## config.mk

```make
export PLATFORM = sky130hd
export DESIGN_NAME = reset_power_mode_control
export DESIGN_NICKNAME = d
export VERILOG_FILES = /design/src/rpmc_pkg.sv /design/src/reset_pin_monitor.sv /design/src/reset_power_mode_control.sv
export SDC_FILE = /design/constraint.sdc
export NUM_CORES = 1
export LEC_CHECK = 0
export ABC_AREA = 1
export BUFFER_PORTS_ARGS = -buffer_cell sky130_fd_sc_hd__buf_2
export CAP_MARGIN = 20
export CORE_MARGIN = 4
export CORE_UTILIZATION = 35
export DETAILED_ROUTE_END_ITERATION = 8
export SLEW_MARGIN = 30
export SYNTH_ARGS = -nofsm -noshare
export SYNTH_HDL_FRONTEND = slang
export SYNTH_SLANG_ARGS = --single-unit
```

## constraint.sdc

```tcl
create_clock -name i_ref_clk -period 1.85 [get_ports i_ref_clk]
set_input_delay 0.37 -clock i_ref_clk [delete_from_list [all_inputs] [get_ports i_ref_clk]]
set_output_delay 0.37 -clock i_ref_clk [all_outputs]
set_load 0.05 [all_outputs]
```

## src/rpmc_pkg.sv

```systemverilog
package rpmc_pkg;

    // Clock relations: one machine cycle is twelve oscillator periods
    localparam int OSC_PER_MACHINE = 12;
    localparam int RESET_MACHINE_CYCLES = 2;
    localparam int RESET_MIN_CYCLES = OSC_PER_MACHINE * RESET_MACHINE_CYCLES;
    localparam int VERIFY_MACHINE_CYCLES = 4;
    localparam int VERIFY_DELAY_CYCLES = OSC_PER_MACHINE * VERIFY_MACHINE_CYCLES;

    // Serial programming entry code
    localparam int ENTRY_CODE_BITS = 10;
    localparam logic [ENTRY_CODE_BITS-1:0] ENTRY_CODE_DEFAULT = 10'h2B5; // Arbitrary value

    // Programming address layout
    localparam int ADDR_BITS = 11;
    localparam int ADDR_HI_BITS = 3;
    localparam int ADDR_LO_BITS = 8;
    localparam int LOW_SETTLE_CYCLES = 13;

    // Power control register fields and reset values
    localparam int POWER_CONTROL_REGISTER_IDLE_BIT = 0;
    localparam int POWER_CONTROL_REGISTER_PDOWN_BIT = 1;
    localparam logic [7:0] POWER_CONTROL_REGISTER_RESET = 8'h00;
    localparam logic [7:0] PORT_LATCH_RESET = 8'hFF;

    // Interrupt sources, index 0 has the highest priority
    localparam int IRQ_EXT_A = 0;
    localparam int IRQ_TIMER0 = 1;
    localparam int IRQ_EXT_B = 2;
    localparam int IRQ_WDOG = 3;
    localparam int IRQ_SERIAL = 4;
    localparam int NUM_IRQ = 5;

    // Fixed program memory vectors
    localparam logic [ADDR_BITS-1:0] VEC_RESET = 11'h000;
    localparam logic [ADDR_BITS-1:0] VEC_EXT_A = 11'h003;
    localparam logic [ADDR_BITS-1:0] VEC_TIMER0 = 11'h00B;
    localparam logic [ADDR_BITS-1:0] VEC_EXT_B = 11'h013;
    localparam logic [ADDR_BITS-1:0] VEC_WDOG = 11'h01B;
    localparam logic [ADDR_BITS-1:0] VEC_SERIAL = 11'h023;

    // Operating modes
    typedef enum logic [2:0] {
        MODE_RESET = 3'b000,
        MODE_RUN = 3'b001,
        MODE_IDLE = 3'b010,
        MODE_PDOWN = 3'b011,
        MODE_PROG = 3'b100
    } mode_t;

    // Events from the reset pin monitor
    typedef struct packed {
        logic sys_reset;
        logic enter_prog;
    } reset_event_t;

    // Synchronised programming pins
    typedef struct packed {
        logic address_byte_select;
        logic [7:0] port3;
        logic prog_pulse_n;
        logic vpp_high;
        logic [7:0] port1;
    } pin_bus_t;

endpackage

```

## src/reset_pin_monitor.sv

```systemverilog
`timescale 1ns/1ps

module reset_pin_monitor
    import rpmc_pkg::*;
#(
    parameter logic [ENTRY_CODE_BITS-1:0] ENTRY_CODE = ENTRY_CODE_DEFAULT
)
(
    input wire logic i_ref_clk, // Oscillator input clock
    input wire logic i_rst_n, // Synchronous reset, active low
    input wire logic i_reset_pin, // Raw reset pin level
    output reset_event_t o_event // Reset level and entry pulse
);

    localparam int CNT_W = $clog2(RESET_MIN_CYCLES + 1);
    localparam int BITS_W = $clog2(ENTRY_CODE_BITS + 1);

    logic pin_meta; // First synchroniser stage
    logic pin_sync; // Second synchroniser stage
    logic [CNT_W-1:0] high_cnt; // Consecutive high samples
    logic [CNT_W-1:0] next_high_cnt;
    logic [ENTRY_CODE_BITS-1:0] shift; // Last samples, newest at the top
    logic [ENTRY_CODE_BITS-1:0] next_shift;
    logic [BITS_W-1:0] bit_cnt; // Samples taken since arming
    logic [BITS_W-1:0] next_bit_cnt;
    logic armed; // Entry code may still be received
    logic next_armed;
    reset_event_t next_event;

    // Two-stage pin synchroniser
    always_ff @(posedge i_ref_clk)
    begin
        if (!i_rst_n)
        begin
            pin_meta <= 1'b0;
            pin_sync <= 1'b0;
        end
        else
        begin
            pin_meta <= i_reset_pin;
            pin_sync <= pin_meta;
        end
    end

    // Reset detector and entry code shifter
    always_comb
    begin
        next_high_cnt = '0;
        if (pin_sync)
        begin
            if (high_cnt == CNT_W'(RESET_MIN_CYCLES))
                next_high_cnt = high_cnt;
            else
                next_high_cnt = high_cnt + 1'b1;
        end
        next_event.sys_reset = (next_high_cnt == CNT_W'(RESET_MIN_CYCLES));
        next_event.enter_prog = 1'b0;
        next_armed = armed;
        next_shift = shift;
        next_bit_cnt = bit_cnt;
        if (o_event.sys_reset)
        begin
            // Arm after every reset, clear history
            next_armed = 1'b1;
            next_shift = '0;
            next_bit_cnt = '0;
        end
        else if (armed)
        begin
            // One bit per clock, first bit ends up at the bottom
            next_shift = {pin_sync, shift[ENTRY_CODE_BITS-1:1]};
            if (bit_cnt != BITS_W'(ENTRY_CODE_BITS))
                next_bit_cnt = bit_cnt + 1'b1;
            if (next_bit_cnt == BITS_W'(ENTRY_CODE_BITS) && next_shift == ENTRY_CODE)
            begin
                next_event.enter_prog = 1'b1;
                next_armed = 1'b0;
            end
        end
    end

    // State registers
    always_ff @(posedge i_ref_clk)
    begin
        if (!i_rst_n)
        begin
            high_cnt <= '0;
            shift <= '0;
            bit_cnt <= '0;
            armed <= 1'b0;
            o_event <= '0;
        end
        else
        begin
            high_cnt <= next_high_cnt;
            shift <= next_shift;
            bit_cnt <= next_bit_cnt;
            armed <= next_armed;
            o_event <= next_event;
        end
    end
endmodule

```

## src/reset_power_mode_control.sv

```systemverilog
`timescale 1ns/1ps

// Behaviour
// - Reset after pin high 24 oscillator periods
// - Ten-bit code after reset enters programming
// - Sample bits at clock high, pin low after
// - Eleven-bit address multiplexed on second port
// - Select high takes three bits, low byte
// - Verify drives data port, programming reads it
// - Internal clock divided by two
// - Idle halts processor after the instruction
// - Idle preserves processor and register state
// - Interrupt or reset ends idle
// - Power-down stops oscillator after the instruction
// - Only reset leaves power-down
// - Mode bits live in power control register
// - Fixed reset and interrupt vector addresses
// - Fixed single-level interrupt priority order
module reset_power_mode_control
    import rpmc_pkg::*;
#(
    parameter logic [ENTRY_CODE_BITS-1:0] ENTRY_CODE = ENTRY_CODE_DEFAULT
)
(
    input wire logic i_ref_clk, // Oscillator input clock
    input wire logic i_rst_n, // Synchronous reset, active low
    input wire logic i_reset_pin, // Reset pin, also serial code input
    input wire logic i_address_select_pin, // Address byte select pin
    input wire logic [7:0] i_port3, // Second port, address input
    input wire logic i_prog_pulse_n, // Program pulse pin, low pulses write
    input wire logic i_vpp_high, // Programming voltage present
    input wire logic [7:0] i_port1, // First data port pin levels
    input wire logic [7:0] i_eprom_rdata, // Memory read data
    input wire logic i_power_control_register_wr, // Processor writes power control
    input wire logic [7:0] i_power_control_register_wdata, // Power control write data
    input wire logic i_instr_done, // Current instruction completes
    input wire logic [NUM_IRQ-1:0] i_irq_pending, // Interrupt flags
    input wire logic [NUM_IRQ-1:0] i_irq_enable, // Interrupt enables
    input wire logic i_port_wr, // Processor writes port latch
    input wire logic [7:0] i_port_wdata, // Port latch write data
    output logic o_machine_clk, // Divided internal clock
    output logic o_cpu_reset, // Processor held in reset
    output logic o_cpu_run, // Processor executes
    output logic o_periph_run, // Peripherals clocked
    output logic o_osc_enable, // Oscillator running
    output logic o_prog_state, // Programming state active
    output logic [7:0] o_power_control_register, // Power control contents
    output logic [ADDR_BITS-1:0] o_vector_addr, // Fetch start address
    output logic o_vector_valid, // Vector taken this cycle
    output logic [ADDR_BITS-1:0] o_eprom_addr, // Programming address
    output logic o_addr_stable, // Address settled
    output logic [7:0] o_port1_out, // Data port drive value
    output logic o_port1_oe, // Data port output enable
    output logic [7:0] o_eprom_wdata, // Byte to program
    output logic o_eprom_wr, // One-cycle write strobe
    output logic [7:0] o_port_latch // Port output latch
);

    localparam int SETTLE_W = $clog2(LOW_SETTLE_CYCLES + 1);
    localparam int VERIFY_W = $clog2(VERIFY_DELAY_CYCLES + 1);

    reset_event_t ev; // Events from the pin monitor
    pin_bus_t pins_meta; // First synchroniser stage
    pin_bus_t pins; // Synchronised pins
    mode_t mode; // Current operating mode
    mode_t next_mode;
    logic [NUM_IRQ-1:0] irq_req; // Enabled pending interrupts
    logic [2:0] top_irq; // Winning interrupt index
    logic can_take; // An interrupt may be vectored now
    logic [7:0] next_power_control_register;
    logic [ADDR_BITS-1:0] next_vector_addr;
    logic next_vector_valid;
    logic [7:0] next_port_latch;
    logic prev_address_byte_select; // Select pin one cycle ago
    logic prev_pgm_n; // Program pulse pin one cycle ago
    logic [ADDR_HI_BITS-1:0] hi_shadow; // High bits while select is high
    logic [ADDR_HI_BITS-1:0] next_hi_shadow;
    logic [SETTLE_W-1:0] settle_cnt; // Cycles the low byte held still
    logic [SETTLE_W-1:0] next_settle_cnt;
    logic [VERIFY_W-1:0] verify_cnt; // Cycles since verify started
    logic [VERIFY_W-1:0] next_verify_cnt;
    logic [ADDR_BITS-1:0] next_eprom_addr;
    logic next_addr_stable;
    logic [7:0] next_port1_out;
    logic next_port1_oe;
    logic [7:0] next_eprom_wdata;
    logic next_eprom_wr;

    // Vector address of each interrupt source
    function automatic logic [ADDR_BITS-1:0] vector_of(input logic [2:0] idx);
        logic [ADDR_BITS-1:0] v;
        v = VEC_SERIAL;
        unique case (idx)
            3'(IRQ_EXT_A): v = VEC_EXT_A;
            3'(IRQ_TIMER0): v = VEC_TIMER0;
            3'(IRQ_EXT_B): v = VEC_EXT_B;
            3'(IRQ_WDOG): v = VEC_WDOG;
            default: v = VEC_SERIAL;
        endcase
        return v;
    endfunction

    // Reset pin detector and entry code receiver
    reset_pin_monitor #(
        .ENTRY_CODE(ENTRY_CODE)
    ) u_monitor (
        .i_ref_clk(i_ref_clk),
        .i_rst_n(i_rst_n),
        .i_reset_pin(i_reset_pin),
        .o_event(ev)
    );

    // Two-stage synchroniser for programming pins
    always_ff @(posedge i_ref_clk)
    begin
        if (!i_rst_n)
        begin
            pins_meta <= '0;
            pins <= '0;
        end
        else
        begin
            pins_meta <= {i_address_select_pin, i_port3, i_prog_pulse_n, i_vpp_high, i_port1};
            pins <= pins_meta;
        end
    end

    // Fixed priority: lowest index wins
    always_comb
    begin
        irq_req = i_irq_pending & i_irq_enable;
        top_irq = 3'(NUM_IRQ - 1);
        for (int i = NUM_IRQ - 1; i >= 0; i--)
        begin
            if (irq_req[i])
                top_irq = 3'(i);
        end
        can_take = (mode == MODE_RUN || mode == MODE_IDLE) && (|irq_req) && !o_vector_valid;
    end

    // Mode sequencing, power control and port latch
    always_comb
    begin
        next_mode = mode;
        next_power_control_register = o_power_control_register;
        next_vector_addr = o_vector_addr;
        next_vector_valid = 1'b0;
        next_port_latch = o_port_latch;
        unique case (mode)
            MODE_RESET:
            begin
                // Clear state, then start at the reset vector
                next_power_control_register = POWER_CONTROL_REGISTER_RESET;
                next_port_latch = PORT_LATCH_RESET;
                next_mode = MODE_RUN;
                next_vector_addr = VEC_RESET;
                next_vector_valid = 1'b1;
            end
            MODE_RUN:
            begin
                if (ev.enter_prog)
                    next_mode = MODE_PROG;
                else
                begin
                    if (i_power_control_register_wr)
                        next_power_control_register = i_power_control_register_wdata;
                    if (i_port_wr)
                        next_port_latch = i_port_wdata;
                    // Power-down wins over idle when both bits are set
                    if (i_instr_done && o_power_control_register[POWER_CONTROL_REGISTER_PDOWN_BIT])
                        next_mode = MODE_PDOWN;
                    else if (i_instr_done && o_power_control_register[POWER_CONTROL_REGISTER_IDLE_BIT])
                        next_mode = MODE_IDLE;
                    if (can_take)
                    begin
                        next_vector_addr = vector_of(top_irq);
                        next_vector_valid = 1'b1;
                    end
                end
            end
            MODE_IDLE:
            begin
                // Everything else stays put while idle
                if (can_take)
                begin
                    next_mode = MODE_RUN;
                    next_power_control_register[POWER_CONTROL_REGISTER_IDLE_BIT] = 1'b0;
                    next_vector_addr = vector_of(top_irq);
                    next_vector_valid = 1'b1;
                end
            end
            MODE_PDOWN:
            begin
                next_mode = MODE_PDOWN;
            end
            MODE_PROG:
            begin
                next_mode = MODE_PROG;
            end
            default:
            begin
                next_mode = MODE_RESET;
            end
        endcase
        // Hardware reset overrides every mode
        if (ev.sys_reset)
        begin
            next_mode = MODE_RESET;
            next_vector_valid = 1'b0;
        end
    end

    // Programming address and data port
    always_comb
    begin
        next_hi_shadow = hi_shadow;
        next_settle_cnt = '0;
        next_verify_cnt = '0;
        next_eprom_addr = o_eprom_addr;
        next_port1_out = o_port1_out;
        next_port1_oe = 1'b0;
        next_eprom_wdata = o_eprom_wdata;
        next_eprom_wr = 1'b0;
        if (mode != MODE_PROG)
        begin
            next_hi_shadow = '0;
            next_eprom_addr = '0;
            next_port1_out = '0;
            next_eprom_wdata = '0;
        end
        else
        begin
            if (pins.address_byte_select)
                next_hi_shadow = pins.port3[ADDR_HI_BITS-1:0];
            else
            begin
                // Falling select latches the high bits
                if (prev_address_byte_select)
                    next_eprom_addr[ADDR_BITS-1:ADDR_LO_BITS] = hi_shadow;
                next_eprom_addr[ADDR_LO_BITS-1:0] = pins.port3;
                if (!prev_address_byte_select && pins.port3 == o_eprom_addr[ADDR_LO_BITS-1:0])
                begin
                    if (settle_cnt == SETTLE_W'(LOW_SETTLE_CYCLES))
                        next_settle_cnt = settle_cnt;
                    else
                        next_settle_cnt = settle_cnt + 1'b1;
                end
            end
            if (pins.vpp_high)
            begin
                // Programming: port is an input, low pulses write
                next_eprom_wdata = pins.port1;
                next_eprom_wr = prev_pgm_n && !pins.prog_pulse_n;
            end
            else if (next_settle_cnt == SETTLE_W'(LOW_SETTLE_CYCLES))
            begin
                // Verify: drive memory contents once access time passed
                if (verify_cnt == VERIFY_W'(VERIFY_DELAY_CYCLES))
                    next_verify_cnt = verify_cnt;
                else
                    next_verify_cnt = verify_cnt + 1'b1;
                next_port1_out = i_eprom_rdata;
                next_port1_oe = pins.prog_pulse_n &&
                    (next_verify_cnt == VERIFY_W'(VERIFY_DELAY_CYCLES));
            end
        end
        next_addr_stable = (next_settle_cnt == SETTLE_W'(LOW_SETTLE_CYCLES));
    end

    // State and output registers
    always_ff @(posedge i_ref_clk)
    begin
        if (!i_rst_n)
        begin
            mode <= MODE_RESET;
            o_machine_clk <= 1'b0;
            o_cpu_reset <= 1'b1;
            o_cpu_run <= 1'b0;
            o_periph_run <= 1'b0;
            o_osc_enable <= 1'b1;
            o_prog_state <= 1'b0;
            o_power_control_register <= POWER_CONTROL_REGISTER_RESET;
            o_vector_addr <= VEC_RESET;
            o_vector_valid <= 1'b0;
            o_port_latch <= PORT_LATCH_RESET;
            prev_address_byte_select <= 1'b0;
            prev_pgm_n <= 1'b1;
            hi_shadow <= '0;
            settle_cnt <= '0;
            verify_cnt <= '0;
            o_eprom_addr <= '0;
            o_addr_stable <= 1'b0;
            o_port1_out <= '0;
            o_port1_oe <= 1'b0;
            o_eprom_wdata <= '0;
            o_eprom_wr <= 1'b0;
        end
        else
        begin
            mode <= next_mode;
            // Divider halts only while the oscillator is stopped
            o_machine_clk <= (mode == MODE_PDOWN) ? o_machine_clk : !o_machine_clk;
            o_cpu_reset <= (next_mode == MODE_RESET);
            o_cpu_run <= (next_mode == MODE_RUN);
            o_periph_run <= (next_mode == MODE_RUN) || (next_mode == MODE_IDLE);
            o_osc_enable <= (next_mode != MODE_PDOWN);
            o_prog_state <= (next_mode == MODE_PROG);
            o_power_control_register <= next_power_control_register;
            o_vector_addr <= next_vector_addr;
            o_vector_valid <= next_vector_valid;
            o_port_latch <= next_port_latch;
            prev_address_byte_select <= pins.address_byte_select;
            prev_pgm_n <= pins.prog_pulse_n;
            hi_shadow <= next_hi_shadow;
            settle_cnt <= next_settle_cnt;
            verify_cnt <= next_verify_cnt;
            o_eprom_addr <= next_eprom_addr;
            o_addr_stable <= next_addr_stable;
            o_port1_out <= next_port1_out;
            o_port1_oe <= next_port1_oe;
            o_eprom_wdata <= next_eprom_wdata;
            o_eprom_wr <= next_eprom_wr;
        end
    end
endmodule

```

==> run metrics, run 1 <==
TritonCTS buffer count=17; Remaining Overflow, GRT=0; Worst EP arrival=2.00 ns; initial antenna violation count=0; status=complete, no violations; CTS tree=built; H-tree levels=4; kind of critical path=register to register; total track usage=0.136; most frequent cells in the layout=nand2_1, dfxtp_1, buf_2, inv_1, nor2_1; synthesis-to-finish area growth=25.9%; Die X=132 um; Initial Util=0.356; Final Max Slew Viols=0; DRT Pass-1 Iters=4; Max Clk Rate=0.607 GHz; RSZ-0062 raised after global routing=false; CP Buf/Inv Count=1; initial drt markers=160; MaxCap Viol Count=0; later-pin clock latency in the skew report=0.41 ns; Hold Crit Class=primary input to register; static leakage=3.29 nW; Ports=123; commonest non-fill, non-tap cell in the layout=nand2_1; Core Region=15,100 um2; Layout Utilization=0.448; pin count of the biggest net entering global routing=48; CP max FO=10; Clock transition at path regs=0.06 ns; gpl congestion=0.788; buffers added on ports=116; VDD IR max=0.849 mV; # setup viols final=0; P per Cell Area=1040 nW/um2; Max stage delay on crit path=0.39 ns; R2R setup slack=0.20 ns; Top Family by Delay on Critical Path=simple AND/OR/NAND/NOR gates; Worst Setup End Kind=register; Hold-fix buffers, CTS=0; Max Buffers Root-to-Sink=2; yosys warns=0; vias per inst=4.35; DRC Markers=0; Final Hold Vio Count=0; most used cell, CP=nand2_1; DP HPWL=8380 um; Distinct cells, synth=37; cts repair resizes=0; CP max-delay cell=dfxtp_1; gate count after technology mapping=708; number of routed nets with antenna violations=0; Antenna Cells=0; setup TNS=0 ns; Critical Path RT=2.20 ns; Root Buffer Master=clkbuf_16; crit-path cells=ha_1 -> nand3_2 -> nand2_1 -> nand4_4 -> nor2_8 -> nand3_4 -> nand2_1 -> inv_1 -> nor2_1; global-route wire length before repair=19,600 um; proportion of layout cells with a drive suffix above 1=0.218; clock skew=0.00635 ns; total number of vias=4,490; vias in the first global route=4,182; placed inst area=6180 um2; period utilisation layout=0.891; Post-Synthesis Cell Area=5390 um2; syn_area_per_cell=7.62 um2; die area=17,500 um2; Yosys reg bits=136; nets=897; row count=45; clock sink total=136; Setup Buffers After CTS=0; routed wire length=11,500 um; sequential fraction of the synthesis area=0.505; fin area=6790 um2; CP Launch Type=register; DR WL/cell=11.1 um; Filler cells=1,498; Die Height=132 um; minimum clock period=1.65 ns
layout make-up:
type / count / area [um2] / share of cell area
clock buffers: 18 / 439 / 0.0647
clock inverters: 14 / 175 / 0.0258
inverters: 119 / 450 / 0.0663
multi-input cells: 431 / 2110 / 0.310
flip-flops and latches: 136 / 2720 / 0.401
well taps: 188 / 235 / 0.0346
repair buffers: 125 / 661 / 0.0973
registers in the layout, indices dropped and copies added (netlist names), 5 cells and up:
register and count:
verify_cnt 6, o_port_latch 8, pins 19, u_monitor.high_cnt 5
o_port1_out 8, o_eprom_addr 11, o_power_control_register 8, pins_meta 19
u_monitor.shift 9, o_eprom_wdata 8
layer usage:
layer,part of all wire,up-vias,GRT usage,wire [um]
li1,-,2424,-,-
met1,0.48,1970,0.178,5530
met2,0.45,83,0.209,5180
met3,0.050,13,0.0450,577
met4,0.015,0,0.0537,171
met5,0,-,0,0
worst paths after layout:
| check | startpoint | end | depth (start not counted) |
|---|---|---|---|
| worst max-delay path | settle_cnt[0] | o_port1_out[1] | 9 |
| worst min-delay path | i_port1[6] | pins_meta[6] | 3 |
| worst max register to register | settle_cnt[0] | o_port1_out[1] | 9 |
| worst min register to register | pins_meta[3] | pins[3] | 2 |
worst min-delay path, stage by stage:
cell and delay (ns):
buf_2 0.07, nand2_1 0.04, inv_1 0.04
Yosys cell counts (all sizes together):
| library cell | n | area, um2 |
|---|---|---|
| inv | 116 | 438 |
| nand4 | 25 | 171 |
| xor2 | 8 | 70.1 |
| buf | 12 | 75.1 |
| or2 | 4 | 25.0 |
| conb | 1 | 3.75 |
| a211oi | 1 | 7.51 |
| nor3b | 1 | 7.51 |
| xnor2 | 3 | 26.3 |
| a21oi | 59 | 295 |
| nor3 | 8 | 62.6 |
| ha | 8 | 100 |
| nor2 | 70 | 309 |
| nand3 | 24 | 138 |
| clkbuf | 15 | 56.3 |
| and3 | 1 | 6.26 |
| o21ai | 24 | 131 |
| clkinv | 3 | 12.5 |
| nand3b | 3 | 22.5 |
| nand2 | 186 | 713 |
| dfxtp | 136 | 2720 |
through the flow:
stage / hold WS (ns) / setup slack, ns / instances / total power [mW]
CTS: 0.112 / 0.200 / 1031 / 7.14
global placement: 0.392 / 0.270 / 999 / 3.67
floorplan: 0.390 / 0.225 / 713 / 3.51
finish: 0.135 / 0.202 / 1031 / 7.03
global route: 0.132 / 0.00892 / 1031 / 7.33
detailed placement: 0.395 / 0.206 / 999 / 3.68
logic make-up after synthesis:
logic type               Yosys count  synth area share
flip-flops                       136             0.505
AND/OR/NAND/NOR                  322             0.270
XOR/XNOR                          11            0.0179
adder cells (fa/ha/maj)            8            0.0186
buffers and inverters            146             0.108
other                              1          0.000695
AO/OA/AOI/OAI                     84            0.0805
power by group:
group / switching [mW] / leakage (nW) / internal [mW]
clock: 1.27 / 0.292 / 2.16
combinational: 0.387 / 1.88 / 0.166
sequential: 0.0393 / 1.11 / 3.01
(Power assumes the default switching activity.)
==> run 2: changes to the inputs <==
--- a/config.mk
+++ b/config.mk
@@ -5,7 +5,6 @@
 export SDC_FILE = /design/constraint.sdc
 export NUM_CORES = 1
 export LEC_CHECK = 0
-export ABC_AREA = 1
 export BUFFER_PORTS_ARGS = -buffer_cell sky130_fd_sc_hd__buf_2
 export CAP_MARGIN = 20
 export CORE_MARGIN = 4
@@ -15,3 +14,4 @@
 export SYNTH_ARGS = -nofsm -noshare
 export SYNTH_HDL_FRONTEND = slang
 export SYNTH_SLANG_ARGS = --single-unit
+export TNS_END_PERCENT = 10
==> run 2 against run 1 <==
The flow now finishes with violations (negative setup slack). Non-clock buffer count rose by 23. Via count down 7.7%. Synthesized area down 3.9%. Final cell count decreased by 15%. Synthesized cell count down 24%. Total power shrank 3.7%. Combinational power fell by 19%. Highest routed layer unchanged. Register-to-register slack lost 0.38 ns. Hold slack better by 0.030 ns. Setup slack got worse by 0.38 ns. Global-route usage rose by 0.093 points.
==> run metrics, run 2 <==
Ports=123 (unchanged); initial antenna violation count=0 (unchanged); period utilisation layout=1.10 (+0.206); clock skew=0.00900 ns (+0.00265 ns); Sw Share=0.225 (-0.0160); hold_ws=0.165 ns (+0.0304 ns); gpl congestion=0.755 (-4.1%); TritonCTS buffer count=17 (unchanged); Hold Crit Class=primary input to register; synth cell count leaders=dfxtp_1, nor2_1, and2_1; initial drt markers=166 (+3.8%); number of routed nets with antenna violations=0 (unchanged); Die Height=130 um (-1.9%); internal power=5.25 mW (-1.7%); setup TNS=-0.925 ns (-0.925 ns); P_sw=1.52 mW (-10%); nets=750 (-16%); DRT Pass-1 Iters=4 (unchanged); routed wire length=11,300 um (-0.99%); MaxCap Viol Count=0 (unchanged); mux share of post-synthesis cell area=0.0618 (+0.0618); Max stage delay on crit path=0.52 ns (+0.13 ns); synthesis-to-finish area growth=29.9%; Root Buffer Master=clkbuf_16; static leakage=2.83 nW (-14%); DP HPWL=8320 um (-0.71%); crit-path cells=xor2_1 -> or4_4 -> or4_4 -> or3_4 -> nor3_2; Antenna Cells=0 (unchanged); Distinct cells, synth=54 (+46%); Max Clk Rate=0.493 GHz (-19%); top_reg_cell synth=dfxtp_1; EDFF count, synth=0 (unchanged); later-pin clock latency in the skew report=0.41 ns (about the same); Final Max Slew Viols=0 (unchanged); clock sink total=136 (unchanged); Worst slew margin=0.627; xor/xnor share of the synthesized area=0.0338 (+0.0159); commonest non-fill, non-tap cell in the layout=dfxtp_1; most used cell, CP=or4_4; pin count of the biggest net entering global routing=69 (+44%); total track usage=0.137 (+0.000927); Compound-Gate Fraction of Synth Area=0.0949 (+0.0144); setup ws final=-0.180 ns (-0.382 ns); most frequent cells in the layout=dfxtp_1, buf_2, nor2_1, and2_1; total number of vias=4,144 (-7.7%); P per Cell Area=1010 nW/um2 (-2.8%); global-route wire length before repair=18,500 um (-5.3%); Remaining Overflow, GRT=0 (unchanged); worst-margin pin slew=0.560 ns; DRC Markers=0 (unchanged); violated checks=negative setup slack; DR WL/cell=12.9 um (+16%); yosys warns=0 (unchanged); CP max FO=3 (-7); VDD IR max=0.590 mV (-31%); Largest regs=pins: 19 flops, pins_meta: 19 flops, o_eprom_addr: 11 flops; buffers added on ports=116 (unchanged); RR Startpoint=pins[14]; Post-Synth Simple-Gate Area=0.228 (-0.0419); combinational power share=0.066 (-0.013); CP Buf/Inv Count=0 (-1); Yosys reg bits=136 (unchanged); largest family of logic cells by synthesized area=simple AND/OR/NAND/NOR gates; status=finished with violations; Worst Setup End Kind=register; proportion of layout cells with a drive suffix above 1=0.281 (+0.0623); H-tree levels=4 (unchanged); Clock transition at path regs=0.06 ns (about the same); sequential share of power=0.448 (+0.014); Synth area leader=dfxtp_1; # setup viols final=15 (+15); Die X=130 um (-1.9%); Final Hold Vio Count=0 (unchanged); Worst Hold Launch=i_port1[4]; ys async rst share=0 (unchanged); sequential fraction of the synthesis area=0.525 (+0.0206); Post-Synthesis Cell Area=5180 um2 (-3.9%); Clock Power Share=0.486 (about the same); CTS tree=built; Worst EP arrival=2.36 ns (+0.36 ns); post-synth top area share=0.525 (+0.0206); count leader, synth=dfxtp_1; Core Region=14,500 um2 (-4.0%); CP max-delay cell=or4_4; Synth area leaders=dfxtp_1, mux2i_1, and2_1; Top Family by Delay on Critical Path=simple AND/OR/NAND/NOR gates; RSZ-0062 raised after global routing=true; Critical Path RT=2.18 ns (-0.02 ns); CP Launch Type=register; vias in the first global route=4,018 (-3.9%); gate count after technology mapping=541 (-24%); Setup Buffers After CTS=0 (unchanged); Setup crit start=pins[14]; die area=16,800 um2 (-3.7%); vias per inst=4.71 (+8.3%); minimum clock period=2.03 ns (+0.382 ns); kind of critical path=register to register; syn_area_per_cell=9.58 um2 (+26%); Max Buffers Root-to-Sink=2 (unchanged); Initial Util=0.357 (+0.000443); row count=44 (-2.2%); post-synthesis adder-cell area fraction=0.0193 (+0.000757)
==> run 2: cell types whose count changed after synthesis, moves of 20 or more <==
cell	change
a21oi_1	-39
and2_1	+48
inv_1	-101
mux2i_1	+32
nand2_1	-155
nand4_1	-20
==> run 2: kinds of logic (layout without fill, tap and decap cells) <==
group	after synthesis	count (layout)
adders and majority gates	8	8
muxes	32	32
and+or+nand+nor	224	224
DFF	136	136
AOI/OAI and AO/OA	77	77
other	1	6
xor gates and xnor gates	20	20
buffers and inverters	43	192
==> run 2: final cells by class <==
type | count | area, um2
Sequential cell | 136 | 2730
Fill cell | 1424 | 7800
Inverter | 13 | 48.8
Tap cell | 184 | 230
Clock buffer | 21 | 470
Multi-Input combinational cell | 367 | 2310
Timing Repair Buffer | 148 | 821
Clock inverter | 10 | 120
==> run 2: worst paths after layout <==
check	endpoint	slack [ns]	cells after the start
setup / recovery	verify_cnt[0]	-0.18	5
hold / removal	pins_meta[4]	0.17	2
setup reg to reg	verify_cnt[0]	-0.18	5
hold reg to reg	pins[6]	0.43	1
==> run 2: what timing repair did <==
action	CTS	global route
pin swaps	1	0
setup endpoints to repair	16	17
gates resized for setup	11	3
hold buffers	0	0
==> run 2: power by group through the flow <==
stage / sequential [mW] / clock, mW / combinational, mW
final: 3.03 / 3.29 / 0.450
after global routing: 3.04 / 3.50 / 0.492
after CTS: 3.03 / 3.38 / 0.454
after detailed placement: 3.10 / 0 / 0.452
after global placement: 3.09 / 0 / 0.445
after floorplan: 3.19 / 0 / 0.212
==> run 2: metal layers <==
metal,track usage,up-vias,part of all wire
li1,-,2116,-
met5,0,-,0
met4,0.0477,0,0.0095
met3,0.0462,7,0.063
met1,0.168,1910,0.46
met2,0.226,111,0.47
==> run 2: through the flow <==
stage | std cells | worst slack, ns | total power, mW | area (um2) | utilization
2_1_floorplan | 546 | -0.250 | 3.40 | 5210 | -
3_3_place_gp | 848 | -0.155 | 3.54 | 6120 | 0.421
3_5_place_dp | 848 | -0.235 | 3.55 | 6120 | 0.421
4_1_cts | 879 | -0.200 | 6.87 | 6720 | 0.462
5_1_grt | 879 | -0.249 | 7.03 | 6730 | 0.463
6_report | 879 | -0.180 | 6.77 | 6730 | 0.463
